File: src/logic/rcpc_consts.svh
`ifndef RCPC_CONSTS_SVH
`define RCPC_CONSTS_SVH

// ----------------------------------------------------------------------------
// Register map
// ----------------------------------------------------------------------------
`define RCPC_FLAGS_ADDR       16'hFFAC
`define RCPC_FLAGS_RESET      8'h00

// ----------------------------------------------------------------------------
// Field positions of reset_cause_flags
// ----------------------------------------------------------------------------
`define RCPC_WDOG_BIT         4
`define RCPC_UNDERVOLT_BIT    0

`endif

File: src/logic/rcpc_pkg.sv
package rcpc_pkg;

    // ------------------------------------------------------------------------
    // Power-on-clear sequencer states
    // ------------------------------------------------------------------------
    typedef enum logic [0:0] {
        RCPC_POR_HOLD = 1'b0,
        RCPC_POR_RUN  = 1'b1
    } rcpc_por_e;

    // ------------------------------------------------------------------------
    // Internal reset requests, one-cycle pulses on the system clock
    // ------------------------------------------------------------------------
    typedef struct packed {
        logic wdog;
        logic undervolt;
        logic undervolt_default;
    } rcpc_req_s;

    // ------------------------------------------------------------------------
    // CPU bus read request
    // ------------------------------------------------------------------------
    typedef struct packed {
        logic [15:0] addr;
        logic        rd;
        logic        byte_wide;
    } rcpc_bus_s;

endpackage : rcpc_pkg

File: src/logic/rcpc_por_seq.sv
`timescale 1ns/1ps
`default_nettype none

module rcpc_por_seq (
    input  wire logic clk_sys_i,
    input  wire logic rst_n_i,
    input  wire logic low_cmp_ok_i,
    input  wire logic high_cmp_ok_i,
    input  wire logic early_undervolt_start_option_i,
    output logic      por_active_o
);

    // ------------------------------------------------------------------------
    // Comparator and option synchronisers
    // ------------------------------------------------------------------------
    logic [1:0] low_sync_q;
    logic [1:0] high_sync_q;
    logic [1:0] opt_sync_q;
    logic       low_ok;
    logic       high_ok;
    logic       opt_high;

    always_ff @(posedge clk_sys_i or negedge rst_n_i) begin
        if (!rst_n_i) begin
            low_sync_q  <= 2'h0;
            high_sync_q <= 2'h0;
            opt_sync_q  <= 2'h0;
        end else begin
            low_sync_q  <= {low_sync_q[0], low_cmp_ok_i};
            high_sync_q <= {high_sync_q[0], high_cmp_ok_i};
            opt_sync_q  <= {opt_sync_q[0], early_undervolt_start_option_i};
        end
    end

    assign low_ok   = low_sync_q[1];
    assign high_ok  = high_sync_q[1];
    assign opt_high = opt_sync_q[1];

    // ------------------------------------------------------------------------
    // Release and re-assert sequencing
    // ------------------------------------------------------------------------
    rcpc_pkg::rcpc_por_e state_q;
    rcpc_pkg::rcpc_por_e state_d;

    always_comb begin
        state_d = state_q;
        unique case (state_q)
            rcpc_pkg::RCPC_POR_HOLD: begin
                // Release threshold follows the option every time, not only at power-up
                if (opt_high ? high_ok : low_ok) begin
                    state_d = rcpc_pkg::RCPC_POR_RUN;
                end
            end
            rcpc_pkg::RCPC_POR_RUN: begin
                if (!low_ok) begin
                    state_d = rcpc_pkg::RCPC_POR_HOLD;
                end
            end
        endcase
    end

    always_ff @(posedge clk_sys_i or negedge rst_n_i) begin
        if (!rst_n_i) begin
            state_q <= rcpc_pkg::RCPC_POR_HOLD;
        end else begin
            state_q <= state_d;
        end
    end

    assign por_active_o = (state_q == rcpc_pkg::RCPC_POR_HOLD);
endmodule : rcpc_por_seq

`default_nettype wire

File: src/logic/rcpc_top.sv
// Overview of operation
// - An 8-bit read-only reset cause register; bit and byte-wide reads both return it.
// - Reset pin, power-on-clear and any byte-wide read of the register clear it; a request in the read cycle still sets its flag.
// - Watchdog reset request sets bit 4; zero means none or cleared.
// - Undervoltage reset request sets bit 0; zero means none or cleared.
// - Watchdog or undervoltage reset sets its flag and keeps the other flag.
// - Option 1: release waits for high comparator; low comparator re-asserts reset.
`timescale 1ns/1ps
`default_nettype none
`include "rcpc_consts.svh"

module rcpc_top (
    input  wire logic                clk_sys_i,
    input  wire logic                rst_n_i,
    input  wire logic                ext_reset_n_i,
    input  wire logic                low_cmp_ok_i,
    input  wire logic                high_cmp_ok_i,
    input  wire logic                early_undervolt_start_option_i,
    input  wire rcpc_pkg::rcpc_req_s req_i,
    input  wire rcpc_pkg::rcpc_bus_s bus_i,
    output logic [7:0]               bus_rdata_o,
    output logic                     bus_rvalid_o,
    output logic                     internal_reset_o
);

    // ------------------------------------------------------------------------
    // Reset pin synchroniser
    // ------------------------------------------------------------------------
    logic [1:0] ext_sync_q;
    logic       ext_reset;

    always_ff @(posedge clk_sys_i or negedge rst_n_i) begin
        if (!rst_n_i) begin
            ext_sync_q <= 2'h0;
        end else begin
            ext_sync_q <= {ext_sync_q[0], ext_reset_n_i};
        end
    end

    // Held in reset until the pin has been seen high through both stages
    assign ext_reset = !ext_sync_q[1];

    // ------------------------------------------------------------------------
    // Power-on-clear sequencer
    // ------------------------------------------------------------------------
    logic por_active;

    rcpc_por_seq u_por_seq (
        .clk_sys_i                      (clk_sys_i),
        .rst_n_i                        (rst_n_i),
        .low_cmp_ok_i                   (low_cmp_ok_i),
        .high_cmp_ok_i                  (high_cmp_ok_i),
        .early_undervolt_start_option_i (early_undervolt_start_option_i),
        .por_active_o                   (por_active)
    );

    // ------------------------------------------------------------------------
    // Bus decode
    // ------------------------------------------------------------------------
    function automatic logic is_flags_addr(input logic [15:0] addr);
        is_flags_addr = (addr == `RCPC_FLAGS_ADDR);
    endfunction : is_flags_addr

    logic flags_hit;
    logic byte_read;

    assign flags_hit = bus_i.rd && is_flags_addr(bus_i.addr);
    // Bit reads still return data but do not consume the flags
    assign byte_read = flags_hit && bus_i.byte_wide;

    // ------------------------------------------------------------------------
    // Reset cause flags
    // ------------------------------------------------------------------------
    logic       wdog_flag_q;
    logic       wdog_flag_d;
    logic       uv_flag_q;
    logic       uv_flag_d;
    logic       hard_clear;
    logic [7:0] flags_view;

    // Full-chip resets and the default-start reset beat any set in the same cycle
    assign hard_clear = ext_reset || por_active || req_i.undervolt_default;

    always_comb begin
        wdog_flag_d = wdog_flag_q;
        uv_flag_d   = uv_flag_q;
        if (hard_clear) begin
            wdog_flag_d = 1'b0;
            uv_flag_d   = 1'b0;
        end else begin
            // A request landing in the read cycle survives: set wins over clear
            if (byte_read) begin
                wdog_flag_d = 1'b0;
                uv_flag_d   = 1'b0;
            end
            if (req_i.wdog) begin
                wdog_flag_d = 1'b1;
            end
            if (req_i.undervolt) begin
                uv_flag_d = 1'b1;
            end
        end
    end

    always_ff @(posedge clk_sys_i or negedge rst_n_i) begin
        if (!rst_n_i) begin
            wdog_flag_q <= 1'b0;
            uv_flag_q   <= 1'b0;
        end else begin
            wdog_flag_q <= wdog_flag_d;
            uv_flag_q   <= uv_flag_d;
        end
    end

    // Reserved bits read as zero
    always_comb begin
        flags_view                      = `RCPC_FLAGS_RESET;
        flags_view[`RCPC_WDOG_BIT]      = wdog_flag_q;
        flags_view[`RCPC_UNDERVOLT_BIT] = uv_flag_q;
    end

    // ------------------------------------------------------------------------
    // Read data path
    // ------------------------------------------------------------------------
    logic [7:0] rdata_q;
    logic [7:0] rdata_d;
    logic       rvalid_q;
    logic       rvalid_d;

    always_comb begin
        rdata_d  = rdata_q;
        rvalid_d = flags_hit;
        if (flags_hit) begin
            rdata_d = flags_view;
        end
    end

    always_ff @(posedge clk_sys_i or negedge rst_n_i) begin
        if (!rst_n_i) begin
            rdata_q  <= `RCPC_FLAGS_RESET;
            rvalid_q <= 1'b0;
        end else begin
            rdata_q  <= rdata_d;
            rvalid_q <= rvalid_d;
        end
    end

    assign bus_rdata_o  = rdata_q;
    assign bus_rvalid_o = rvalid_q;

    // ------------------------------------------------------------------------
    // Combined internal reset
    // ------------------------------------------------------------------------
    logic int_reset_q;
    logic int_reset_d;

    // Registered so that the downstream reset tree sees a glitch-free level
    always_comb begin
        int_reset_d = ext_reset || por_active || req_i.wdog
                      || req_i.undervolt || req_i.undervolt_default;
    end

    always_ff @(posedge clk_sys_i or negedge rst_n_i) begin
        if (!rst_n_i) begin
            int_reset_q <= 1'b1;
        end else begin
            int_reset_q <= int_reset_d;
        end
    end

    assign internal_reset_o = int_reset_q;
endmodule : rcpc_top

`default_nettype wire

File: config.mk
export PLATFORM = sky130hd
export DESIGN_NAME = rcpc_top
export DESIGN_NICKNAME = d
export VERILOG_FILES = /design/src/logic/rcpc_pkg.sv /design/src/logic/rcpc_por_seq.sv /design/src/logic/rcpc_top.sv
export VERILOG_INCLUDE_DIRS = /design/src /design/src/logic
export SDC_FILE = /design/constraint.sdc
export NUM_CORES = 1
export LEC_CHECK = 0
export ABC_AREA = 1
export BUFFER_PORTS_ARGS = -buffer_cell sky130_fd_sc_hd__buf_2
export CAP_MARGIN = 20
export CORE_AREA = 8 8 55 57
export DETAILED_ROUTE_END_ITERATION = 7
export DIE_AREA = 0 0 63 65
export PLACE_DENSITY = 0.66
export SLEW_MARGIN = 40
export SYNTH_ARGS = -nofsm -noshare
export SYNTH_HDL_FRONTEND = slang
export SYNTH_SLANG_ARGS = --single-unit
File: constraint.sdc
create_clock -name clk_sys_i -period 1.85 [get_ports clk_sys_i]
set_clock_uncertainty 0.1 [all_clocks]
set_input_delay 0.555 -clock clk_sys_i [delete_from_list [all_inputs] [get_ports clk_sys_i]]
set_output_delay 0.555 -clock clk_sys_i [all_outputs]
set_load 0.02 [all_outputs]
Word-level counts from Yosys, hierarchy flattened
Index checks and enable logic that the tools add are counted.
Widths: inputs -> output; s select.

word-level totals
  bits in registers = 15
  latch bits = 0
  bits in writable memories = 0
  bits in read-only memories = 0
  bits of input ports = 27
  output and inout port bits = 10
  memories = 0

operators by class
  add/sub/neg operators = 0
  $mul = 0
  divide/modulo/power cells = 0
  magnitude comparators = 0
  eq/ne operators = 1
  shifts and indexed selects = 0
  multiplexer cells = 9
  bitwise logic cells = 1
  reduce and logical (&&, ||, !) cells = 10

operators with widths
  kind                  count
  $eq 16x16->1 const B  1
  $mux 1                8
  $reduce_bool 3->1     2
  $logic_or 1x1->1      5
  $logic_and 1x1->1     2
  $pmux 1 s2            1
  $logic_not 1->1       1
  $not 1->1             1

Longest topological paths before layout
Gate-level depths: netlist of the first run.

  word-level depth = 6
  gate-level depth with buffers = 8
  depth with buffers taken out = 8

By module
Synthesis of the first run repeated with hierarchy kept, for this count alone.

unflattened totals
  cell total of the unflattened synthesis = 67
  area, all modules = 640.6 um2

modules (own cells, without submodules)
  module        instances  cells each  area an instance (um2)  seq. area each (um2)
  rcpc_top      1          52          434.2                   201.4
  rcpc_por_seq  1          15          206.4                   175.2

Worst setup path after synthesis of the first run
No wires, ideal clock.

  path type = input to register
  start point = in bus_i[13] in the netlist's numbering
  end point = reg uv_flag_q
  library setup time = 0.120 ns
  arrival time = 1.033 ns
  required time = 1.630 ns
  slack = 0.597 ns
  cell stages on the path = 7
  cell sequence = nand2_1 > nor2_1 > nand2_1 > nor2_2 > nand3_1 > nand2_1 > a21oi_1

between the ends
  longest elaborated chain between the ends = 4

RTL lines
  element                             line             text
  start, declared                     rcpc_top.sv:20   input wire rcpc_pkg::rcpc_bus_s bus_i,
  $eq 16x16->1 (no source line)       -
  $logic_and 1x1->1                   rcpc_top.sv:67   assign flags_hit = bus_i.rd && is_flags_addr(bus_i.addr);
  $logic_and 1x1->1                   rcpc_top.sv:69   assign byte_read = flags_hit && bus_i.byte_wide;
  $reduce_bool 3->1 (no source line)  -
  end signal, assigned                rcpc_top.sv:111  uv_flag_q <= uv_flag_d;
  end, declared                       rcpc_top.sv:76   logic uv_flag_q;

No other way between the ends.
A chain may end at the register's enable or synchronous reset.

Worst setup path in the final report of the first run
  start point = reg int_reset_q, in the netlist internal_reset_o
  end point = out internal_reset_o

RTL lines
  element                 line             text
  start, declared         rcpc_top.sv:154  logic int_reset_q;
  start signal, assigned  rcpc_top.sv:167  int_reset_q <= int_reset_d;
  end, declared           rcpc_top.sv:23   output logic internal_reset_o

No word-level cell between the ends.

==> flow_summary.toml, run 1 <==
[outcome]
status = "completed"

[logic_synthesis]
synth.area.top_cells = "dfrtp_1, nand2_1, buf_4"
synth_area_per_cell_sq_um = 10.1
yosysTopAreaCellShare = 0.576
yosysWarningCount = 0
syn_inst = 60
ys_ff_latch = 15
ys_seq_area_frac = 0.619
synth_cell_types = 16
yosys.area.top_type = "dfrtp_1"
synthesis.area_sq_um = 608

[routing]
drt_iter0_drc = 9
routed_wl_um = 1120
wl_met2_um = 552
dr_wl_met3_um = 120
drc = 0
highest_layer = "met3"
vias = 444
antenna_left = 0
first_pass_iters = 4
m1WireLength_um = 447
routed_via_density = 3.67
avgRoutedWirePerCell_um = 9.26

[cts]
clockRootBuffer = "clkbuf_4"
cts_tree = "yes"
cts.clk_slew.worst_paths_ns = 0.09
numClockSinks = 15
htree_levels = 1
post-cts-setup-buffers = 0
cts_buffers = 3
clk-insertion-delay-late_ns = 0.28
postCtsResizedCells = 0
cts_max_path_buffers = 2
ctsHoldBuffers = 0

[cells_and_area]
n_antenna_cell = 0
mostFrequentLayoutCells = "buf_2, nand2_1, dfrtp_1"
area_delta_synth_final_pct = 31.1
drive_gt1_frac = 0.430
final_common_cell = "buf_2"
nNetsFinal = 121

[floorplan]
die_h_um = 65
die_area_sq_um = 4100
coreArea_sq_um = 2150
core.rowCount = 17
die_x_um = 63
initial_core_util = 0.283
ios = 37

[job]
maxCapViolCount = 0

[setup_path]
end_kind = "output pin"
critPathSlowestCell = "dfstp_2"
crit_arrival_ns = 0.95
cp_slowest_stage_delay_ns = 0.52
path_buf_inv = 1
path_delay_family = "flip-flops"
crit_fanout = 1
critPathKind = "register to output pin"
path_cells = "buf_2"
required_ns = 1.19
crit_path_start_kind = "register"

[pwr]
powerDensity_nw_per_um2 = 740
p_leak_nw = 0.456
peakVddDrop_mv = 0.445

[placement]
dp_hpwl_um = 989
routabilityCongestion = 0.642
port_buffers = 30

[timing]
period_share = 0.870
hold_violations = 0
rsz0062_at_grt = "no"
finalMaxSlewViolations = 0
setup_tns_ns = 0
finalCriticalPeriod_ns = 1.61
whs_ns = 0.0504
finalSetupViolCount = 0
max_freq_mhz = 622

[global_routing]
grt_usage = 0.0612
grt_pass1_vias = 469
grt_pass1_wl_um = 2040
antenna_found_initial = 0
grt_max_degree = 16
grt_remaining_overflow = 0

[min_path]
hold_class = "input pin to asynchronous set/reset pin"
[registers in the layout, summed over array words and instances, names as in the netlist]
name,flops
bus_rdata_o,2
ext_sync_q,2
u_por_seq.high_sync_q,2
u_por_seq.low_sync_q,2
u_por_seq.opt_sync_q,2
bus_rvalid_o,1
internal_reset_o,1
u_por_seq.state_q,1
uv_flag_q,1
wdog_flag_q,1
[cells by family after synthesis]
kind of cell	Yosys count	synth area share
flops	15	0.619
compound gates	2	0.0165
buf+inv	16	0.138
simple gates	25	0.204
other cells	1	0.00617
mux	1	0.0165
[per-layer routing]
layer  up-vias  track usage
li1        234            -
met1       187       0.0621
met2        23       0.0986
met3         0       0.0395
met4         0       0.0256
met5         -            0
[final timing paths]
path	start	end	slack, ns	cells past startpoint
hold reg to reg	ext_sync_q[0]	ext_sync_q[1]	0.26	0
setup reg to reg	ext_sync_q[1]	wdog_flag_q	0.88	4
max in group asynchronous	rst_n_i	internal_reset_o	1.32	1
setup / recovery	internal_reset_o	internal_reset_o	0.24	1
hold / removal	rst_n_i	ext_sync_q[0]	0.05	1
min in group clk_sys_i	ext_sync_q[0]	ext_sync_q[1]	0.26	0
[synth_stat cells]
| cell type | number |
|---|---|
| a21oi_1 | 2 |
| buf_4 | 6 |
| clkinv_2 | 1 |
| conb_1 | 1 |
| dfrtp_1 | 14 |
| dfstp_2 | 1 |
| inv_1 | 9 |
| mux2i_1 | 1 |
| nand2_1 | 15 |
| nand2_2 | 1 |
| nand3_1 | 2 |
| nand3b_4 | 1 |
| nand4_1 | 1 |
| nor2_1 | 2 |
| nor2_2 | 2 |
| nor3_1 | 1 |
[cell type report]
type | count | area, sq um
repair buffers | 30 | 150
flip-flops and latches | 15 | 377
clock inverters | 1 | 7.51
fillers | 236 | 1350
inverters | 10 | 38.8
well taps | 28 | 35.0
multi-input cells | 34 | 166
clock buffers | 3 | 22.5
[metrics by stage]
step | cell area [sq um] | worst slack [ns] | total power [W] | util | cells
final | 797 | 0.241 | 0.000590 | 0.371 | 121
after global routing | 797 | 0.186 | 0.000625 | 0.371 | 121
after CTS | 797 | 0.220 | 0.000600 | 0.371 | 121
after detailed placement | 767 | 0.460 | 0.000412 | 0.357 | 117
after global placement | 767 | 0.468 | 0.000410 | 0.357 | 117
after floorplan | 627 | 0.597 | 0.000386 | - | 65
[power by group]
group	switching, W	leakage, nW	internal [W]
sequential	0.00000361	0.185	0.000340
combinational	0.0000339	0.257	0.0000271
clock	0.000103	0.0139	0.0000820
total	0.000140	0.456	0.000449
Power figures use the tool's default switching activity.
==> run 2, diff against run 1 <==
Settings changed: RECOVER_POWER from default to 25.
==> run 2 against run 1 <==
Compared with the run above:
- final area is 0.16% lower
- non-clock buffer count stayed put
- sequential share of layout area is 0.074 points higher
- first-iteration DRC count stayed put
- core utilization is 0.058 points lower
- wire length hardly changed
- count of clock-buffer cells in the layout stayed put
- register-to-register slack hardly changed
- critical endpoint unchanged
- largest power group unchanged
==> flow_summary.toml, run 2 (same netlist as run 1, synthesis figures left out) <==
[setup_path]
path_delay_family = "flip-flops"
crit_fanout = 1
reg2reg_slack_ns = 0.88
crit_path_start_kind = "register"
critPathKind = "register to output pin"
path_cells = "buf_2"
path_buf_inv = 1
end_kind = "output pin"
crit_arrival_ns = 0.95
critPathSlowestCell = "dfstp_2"
required_ns = 1.19
cp_slowest_stage_delay_ns = 0.52

[floorplan]
core.rowCount = 17
die_x_um = 63
die_h_um = 65
die_area_sq_um = 4100
coreArea_sq_um = 2150
initial_core_util = 0.283
ios = 37

[placement]
port_buffers = 30
post_dp_cell_area_sq_um = 767
routabilityCongestion = 0.642
dp_hpwl_um = 989

[cells_and_area]
area_delta_synth_final_pct = 30.9
final_common_cell = "buf_2"
nNetsFinal = 121
n_antenna_cell = 0
drive_gt1_frac = 0.419
mostFrequentLayoutCells = "buf_2, nand2_1, dfrtp_1"
multi_input_area_sq_um = 166
seqCellArea_sq_um = 377
final_cell_area_sq_um = 796
fillCellCount = 235

[routing]
avgRoutedWirePerCell_um = 9.25
first_pass_iters = 4
vias = 444
drc = 0
routed_via_density = 3.67
antenna_left = 0
drt_iter0_drc = 9
routed_wl_um = 1120

[timing]
period_share = 0.870
finalSetupViolCount = 0
slew_headroom = 0.511
hold_violations = 0
finalCriticalPeriod_ns = 1.61
tightestPinTransition_ns = 0.733
rsz0062_at_grt = "no"
max_freq_mhz = 622
finalMaxSlewViolations = 0
setup_tns_ns = 0
whs_ns = 0.201

[cts]
ctsHoldBuffers = 0
clockRootBuffer = "clkbuf_4"
cts_buffers = 3
cts_tree = "yes"
post-cts-setup-buffers = 0
cts_max_path_buffers = 2
cts.clk_slew.worst_paths_ns = 0.09
htree_levels = 1
numClockSinks = 15
clk-insertion-delay-late_ns = 0.28
postCtsResizedCells = 0

[pwr]
switching_share = 0.238
powerDensity_nw_per_um2 = 741
combPwrFrac = 0.103
p_leak_nw = 0.453
seq_power_share = 0.584
clock_power_share = 0.313
peakVddDrop_mv = 0.445
p_int_w = 0.000449
switching_power_w = 0.000140

[global_routing]
grt_pass1_vias = 469
grt_pass1_wl_um = 2040
grt_usage = 0.0612
grt_max_degree = 16
antenna_found_initial = 0
grt_remaining_overflow = 0

[min_path]
hold_class = "input pin to asynchronous set/reset pin"

[outcome]
status = "completed"

[job]
maxCapViolCount = 0
==> run 2: cell count changes in the layout (fill, tap and decap cells not counted), sizes merged <==
cell	change
buf	-1
clkbuf	+1
==> run 2: final cells by class <==
type	count	share of cell area
flip-flops and latches	15	0.473
clock buffers	3	0.0283
well taps	28	0.0440
repair buffers	30	0.187
inverters	10	0.0487
clock inverters	1	0.00943
multi-input cells	34	0.209
==> run 2: per-layer routing <==
layer | track usage | wire length [um] | up-vias
met5 | 0 | 0 | -
met4 | 0.0256 | 0 | 0
met3 | 0.0395 | 120 | 0
met2 | 0.0986 | 552 | 23
met1 | 0.0621 | 446 | 187
li1 | - | - | 234
==> run 2: stage by stage <==
step / setup slack (ns) / util / cells / power, W
3_3_place_gp: 0.468 / 0.357 / 117 / 0.000410
4_1_cts: 0.220 / 0.371 / 121 / 0.000600
2_1_floorplan: 0.597 / - / 65 / 0.000386
3_5_place_dp: 0.460 / 0.357 / 117 / 0.000412
6_report: 0.241 / 0.370 / 121 / 0.000589
5_1_grt: 0.186 / 0.370 / 121 / 0.000625
==> run 2: worst paths after layout <==
| check | startpoint | endpoint | depth (start not counted) |
|---|---|---|---|
| min in group clk_sys_i | ext_sync_q[0] | ext_sync_q[1] | 0 |
| max in group asynchronous | rst_n_i | uv_flag_q | 1 |
| max reg2reg | ext_sync_q[1] | wdog_flag_q | 4 |
| min | rst_n_i | ext_sync_q[0] | 1 |
| min reg2reg | ext_sync_q[0] | ext_sync_q[1] | 0 |
| max | internal_reset_o | internal_reset_o | 1 |
==> run 2: power groups by stage <==
| stage | logic (W) | clock network [W] | registers (W) |
|---|---|---|---|
| after floorplan | 0.0000362 | 0 | 0.000350 |
| after global placement | 0.0000601 | 0 | 0.000350 |
| after detailed placement | 0.0000617 | 0 | 0.000350 |
| after CTS | 0.0000619 | 0.000195 | 0.000344 |
| after global routing | 0.0000687 | 0.000211 | 0.000345 |
| final | 0.0000606 | 0.000185 | 0.000344 |
==> run 3, diff against run 2 <==
Settings changed: BUFFER_PORTS_ARGS -buffer_cell sky130_fd_sc_hd__buf_2 to default, DONT_BUFFER_PORTS from default to 1, PLACE_DENSITY 0.66 to 0.52.
==> run 3 against run 2 <==
Compared with the run above:
- via count shrank 21%
- combinational power shrank 40%
- count of clock-buffer cells in the layout stayed put
- critical path type unchanged
- critical endpoint unchanged
- highest routed layer unchanged
==> flow_summary.toml, run 3 (same netlist as run 1, synthesis figures left out) <==
[cells_and_area]
mostFrequentLayoutCells = "nand2_1, dfrtp_1, inv_1"
n_antenna_cell = 0
area_delta_synth_final_pct = 7.61
nNetsFinal = 92
final_cell_area_sq_um = 654
fin_cells = 92
drive_gt1_frac = 0.156
final_common_cell = "nand2_1"

[setup_path]
crit_fanout = 1
reg2reg_slack_ns = 0.88
crit_path_start_kind = "register"
end_kind = "output pin"
reg2reg_to = "wdog_flag_q"
reg2reg_depth = 4
crit_arrival_ns = 0.87
r2r_start = "ext_sync_q[1]"
required_ns = 1.19
setup.worst_path.start = "internal_reset_o"
critPathKind = "register to output pin"

[cts]
clockRootBuffer = "clkbuf_4"
clk-insertion-delay-late_ns = 0.27
cts_buffers = 3
post-cts-setup-buffers = 0
postCtsResizedCells = 0
ctsHoldBuffers = 1
cts_tree = "yes"
numClockSinks = 15
cts.clk_slew.worst_paths_ns = 0.08
htree_levels = 1
cts_max_path_buffers = 2

[timing]
hold_violations = 0
period_share = 0.822
tightestPinTransition_ns = 0.649
finalMaxSlewViolations = 0
finalCriticalPeriod_ns = 1.52
rsz0062_at_grt = "no"
slew_headroom = 0.566
finalSetupViolCount = 0
max_freq_mhz = 658
setup_tns_ns = 0

[pwr]
p_leak_nw = 0.342
powerDensity_nw_per_um2 = 851
peakVddDrop_mv = 0.490
p_total_w = 0.000557

[global_routing]
grt_remaining_overflow = 0
antenna_found_initial = 0
grt_usage = 0.0533
grt_max_degree = 16
grt_pass1_wl_um = 1700
grt_pass1_vias = 397

[placement]
dp_hpwl_um = 937
dp.cells = 87
post_dp_cell_area_sq_um = 617
port_buffers = 0
routabilityCongestion = 0.693

[routing]
vias = 352
drt_iter0_drc = 6
avgRoutedWirePerCell_um = 11.9
drc = 0
first_pass_iters = 4
routed_via_density = 3.83
routed_wl_um = 1100
antenna_left = 0

[min_path]
holdPathStages = 0
hold_class = "input pin to register"
hold-path-endpoint = "u_por_seq.opt_sync_q[0]"
hp-start = "early_undervolt_start_option_i"

[floorplan]
coreArea_sq_um = 2150
initial_core_util = 0.283
die_area_sq_um = 4100
ios = 37
core.rowCount = 17
die_x_um = 63
die_h_um = 65

[outcome]
status = "completed"

[job]
maxCapViolCount = 0
[run 3: metal layers]
layer,part of all wire,vias up,track usage
li1,-,175,-
met1,0.41,159,0.0521
met2,0.50,18,0.0794
met3,0.089,0,0.0447
met4,0,0,0.0256
met5,0,-,0
[run 3: worst max path at each step]
| stage | end | slack [ns] | cells past startpoint |
|---|---|---|---|
| 6_report | internal_reset_o | 0.33 | 0 |
| 3_5_place_dp | uv_flag_q | 0.53 | 7 |
| 4_1_cts | internal_reset_o | 0.31 | 0 |
| 3_3_place_gp | uv_flag_q | 0.55 | 7 |
| 5_1_grt | internal_reset_o | 0.29 | 0 |
| 2_1_floorplan | uv_flag_q | 0.60 | 7 |
[run 3: through the flow]
stage / utilization / setup WS [ns] / hold slack, ns
after detailed placement: 0.287 / 0.527 / 0.160
final: 0.305 / 0.330 / 0.203
after global placement: 0.287 / 0.552 / 0.160
after floorplan: - / 0.597 / 0.159
after global routing: 0.305 / 0.287 / 0.170
after CTS: 0.305 / 0.306 / 0.188
[run 3: cell type report]
class	instances	area, sq um
clock inverters	1	5.00
well taps	28	35.0
flip-flops and latches	15	377
inverters	10	38.8
multi-input cells	34	166
clock buffers	3	22.5
repair buffers	1	10.0
fillers	225	1490
[run 3: worst reg2reg max path, cell delays in order, from the launching register on]
cell	delay, ns
dfrtp_1	0.34
inv_1	0.04
nor3_1	0.22
inv_1	0.09
a21oi_1	0.12
[run 3: power breakdown]
group          total [W]  switching, W  internal (W)  leakage, nW
registers       0.000344    0.00000402      0.000340        0.185
logic          0.0000364     0.0000268    0.00000963        0.140
clock network   0.000176     0.0000958     0.0000800       0.0177
total           0.000557      0.000127      0.000430        0.342
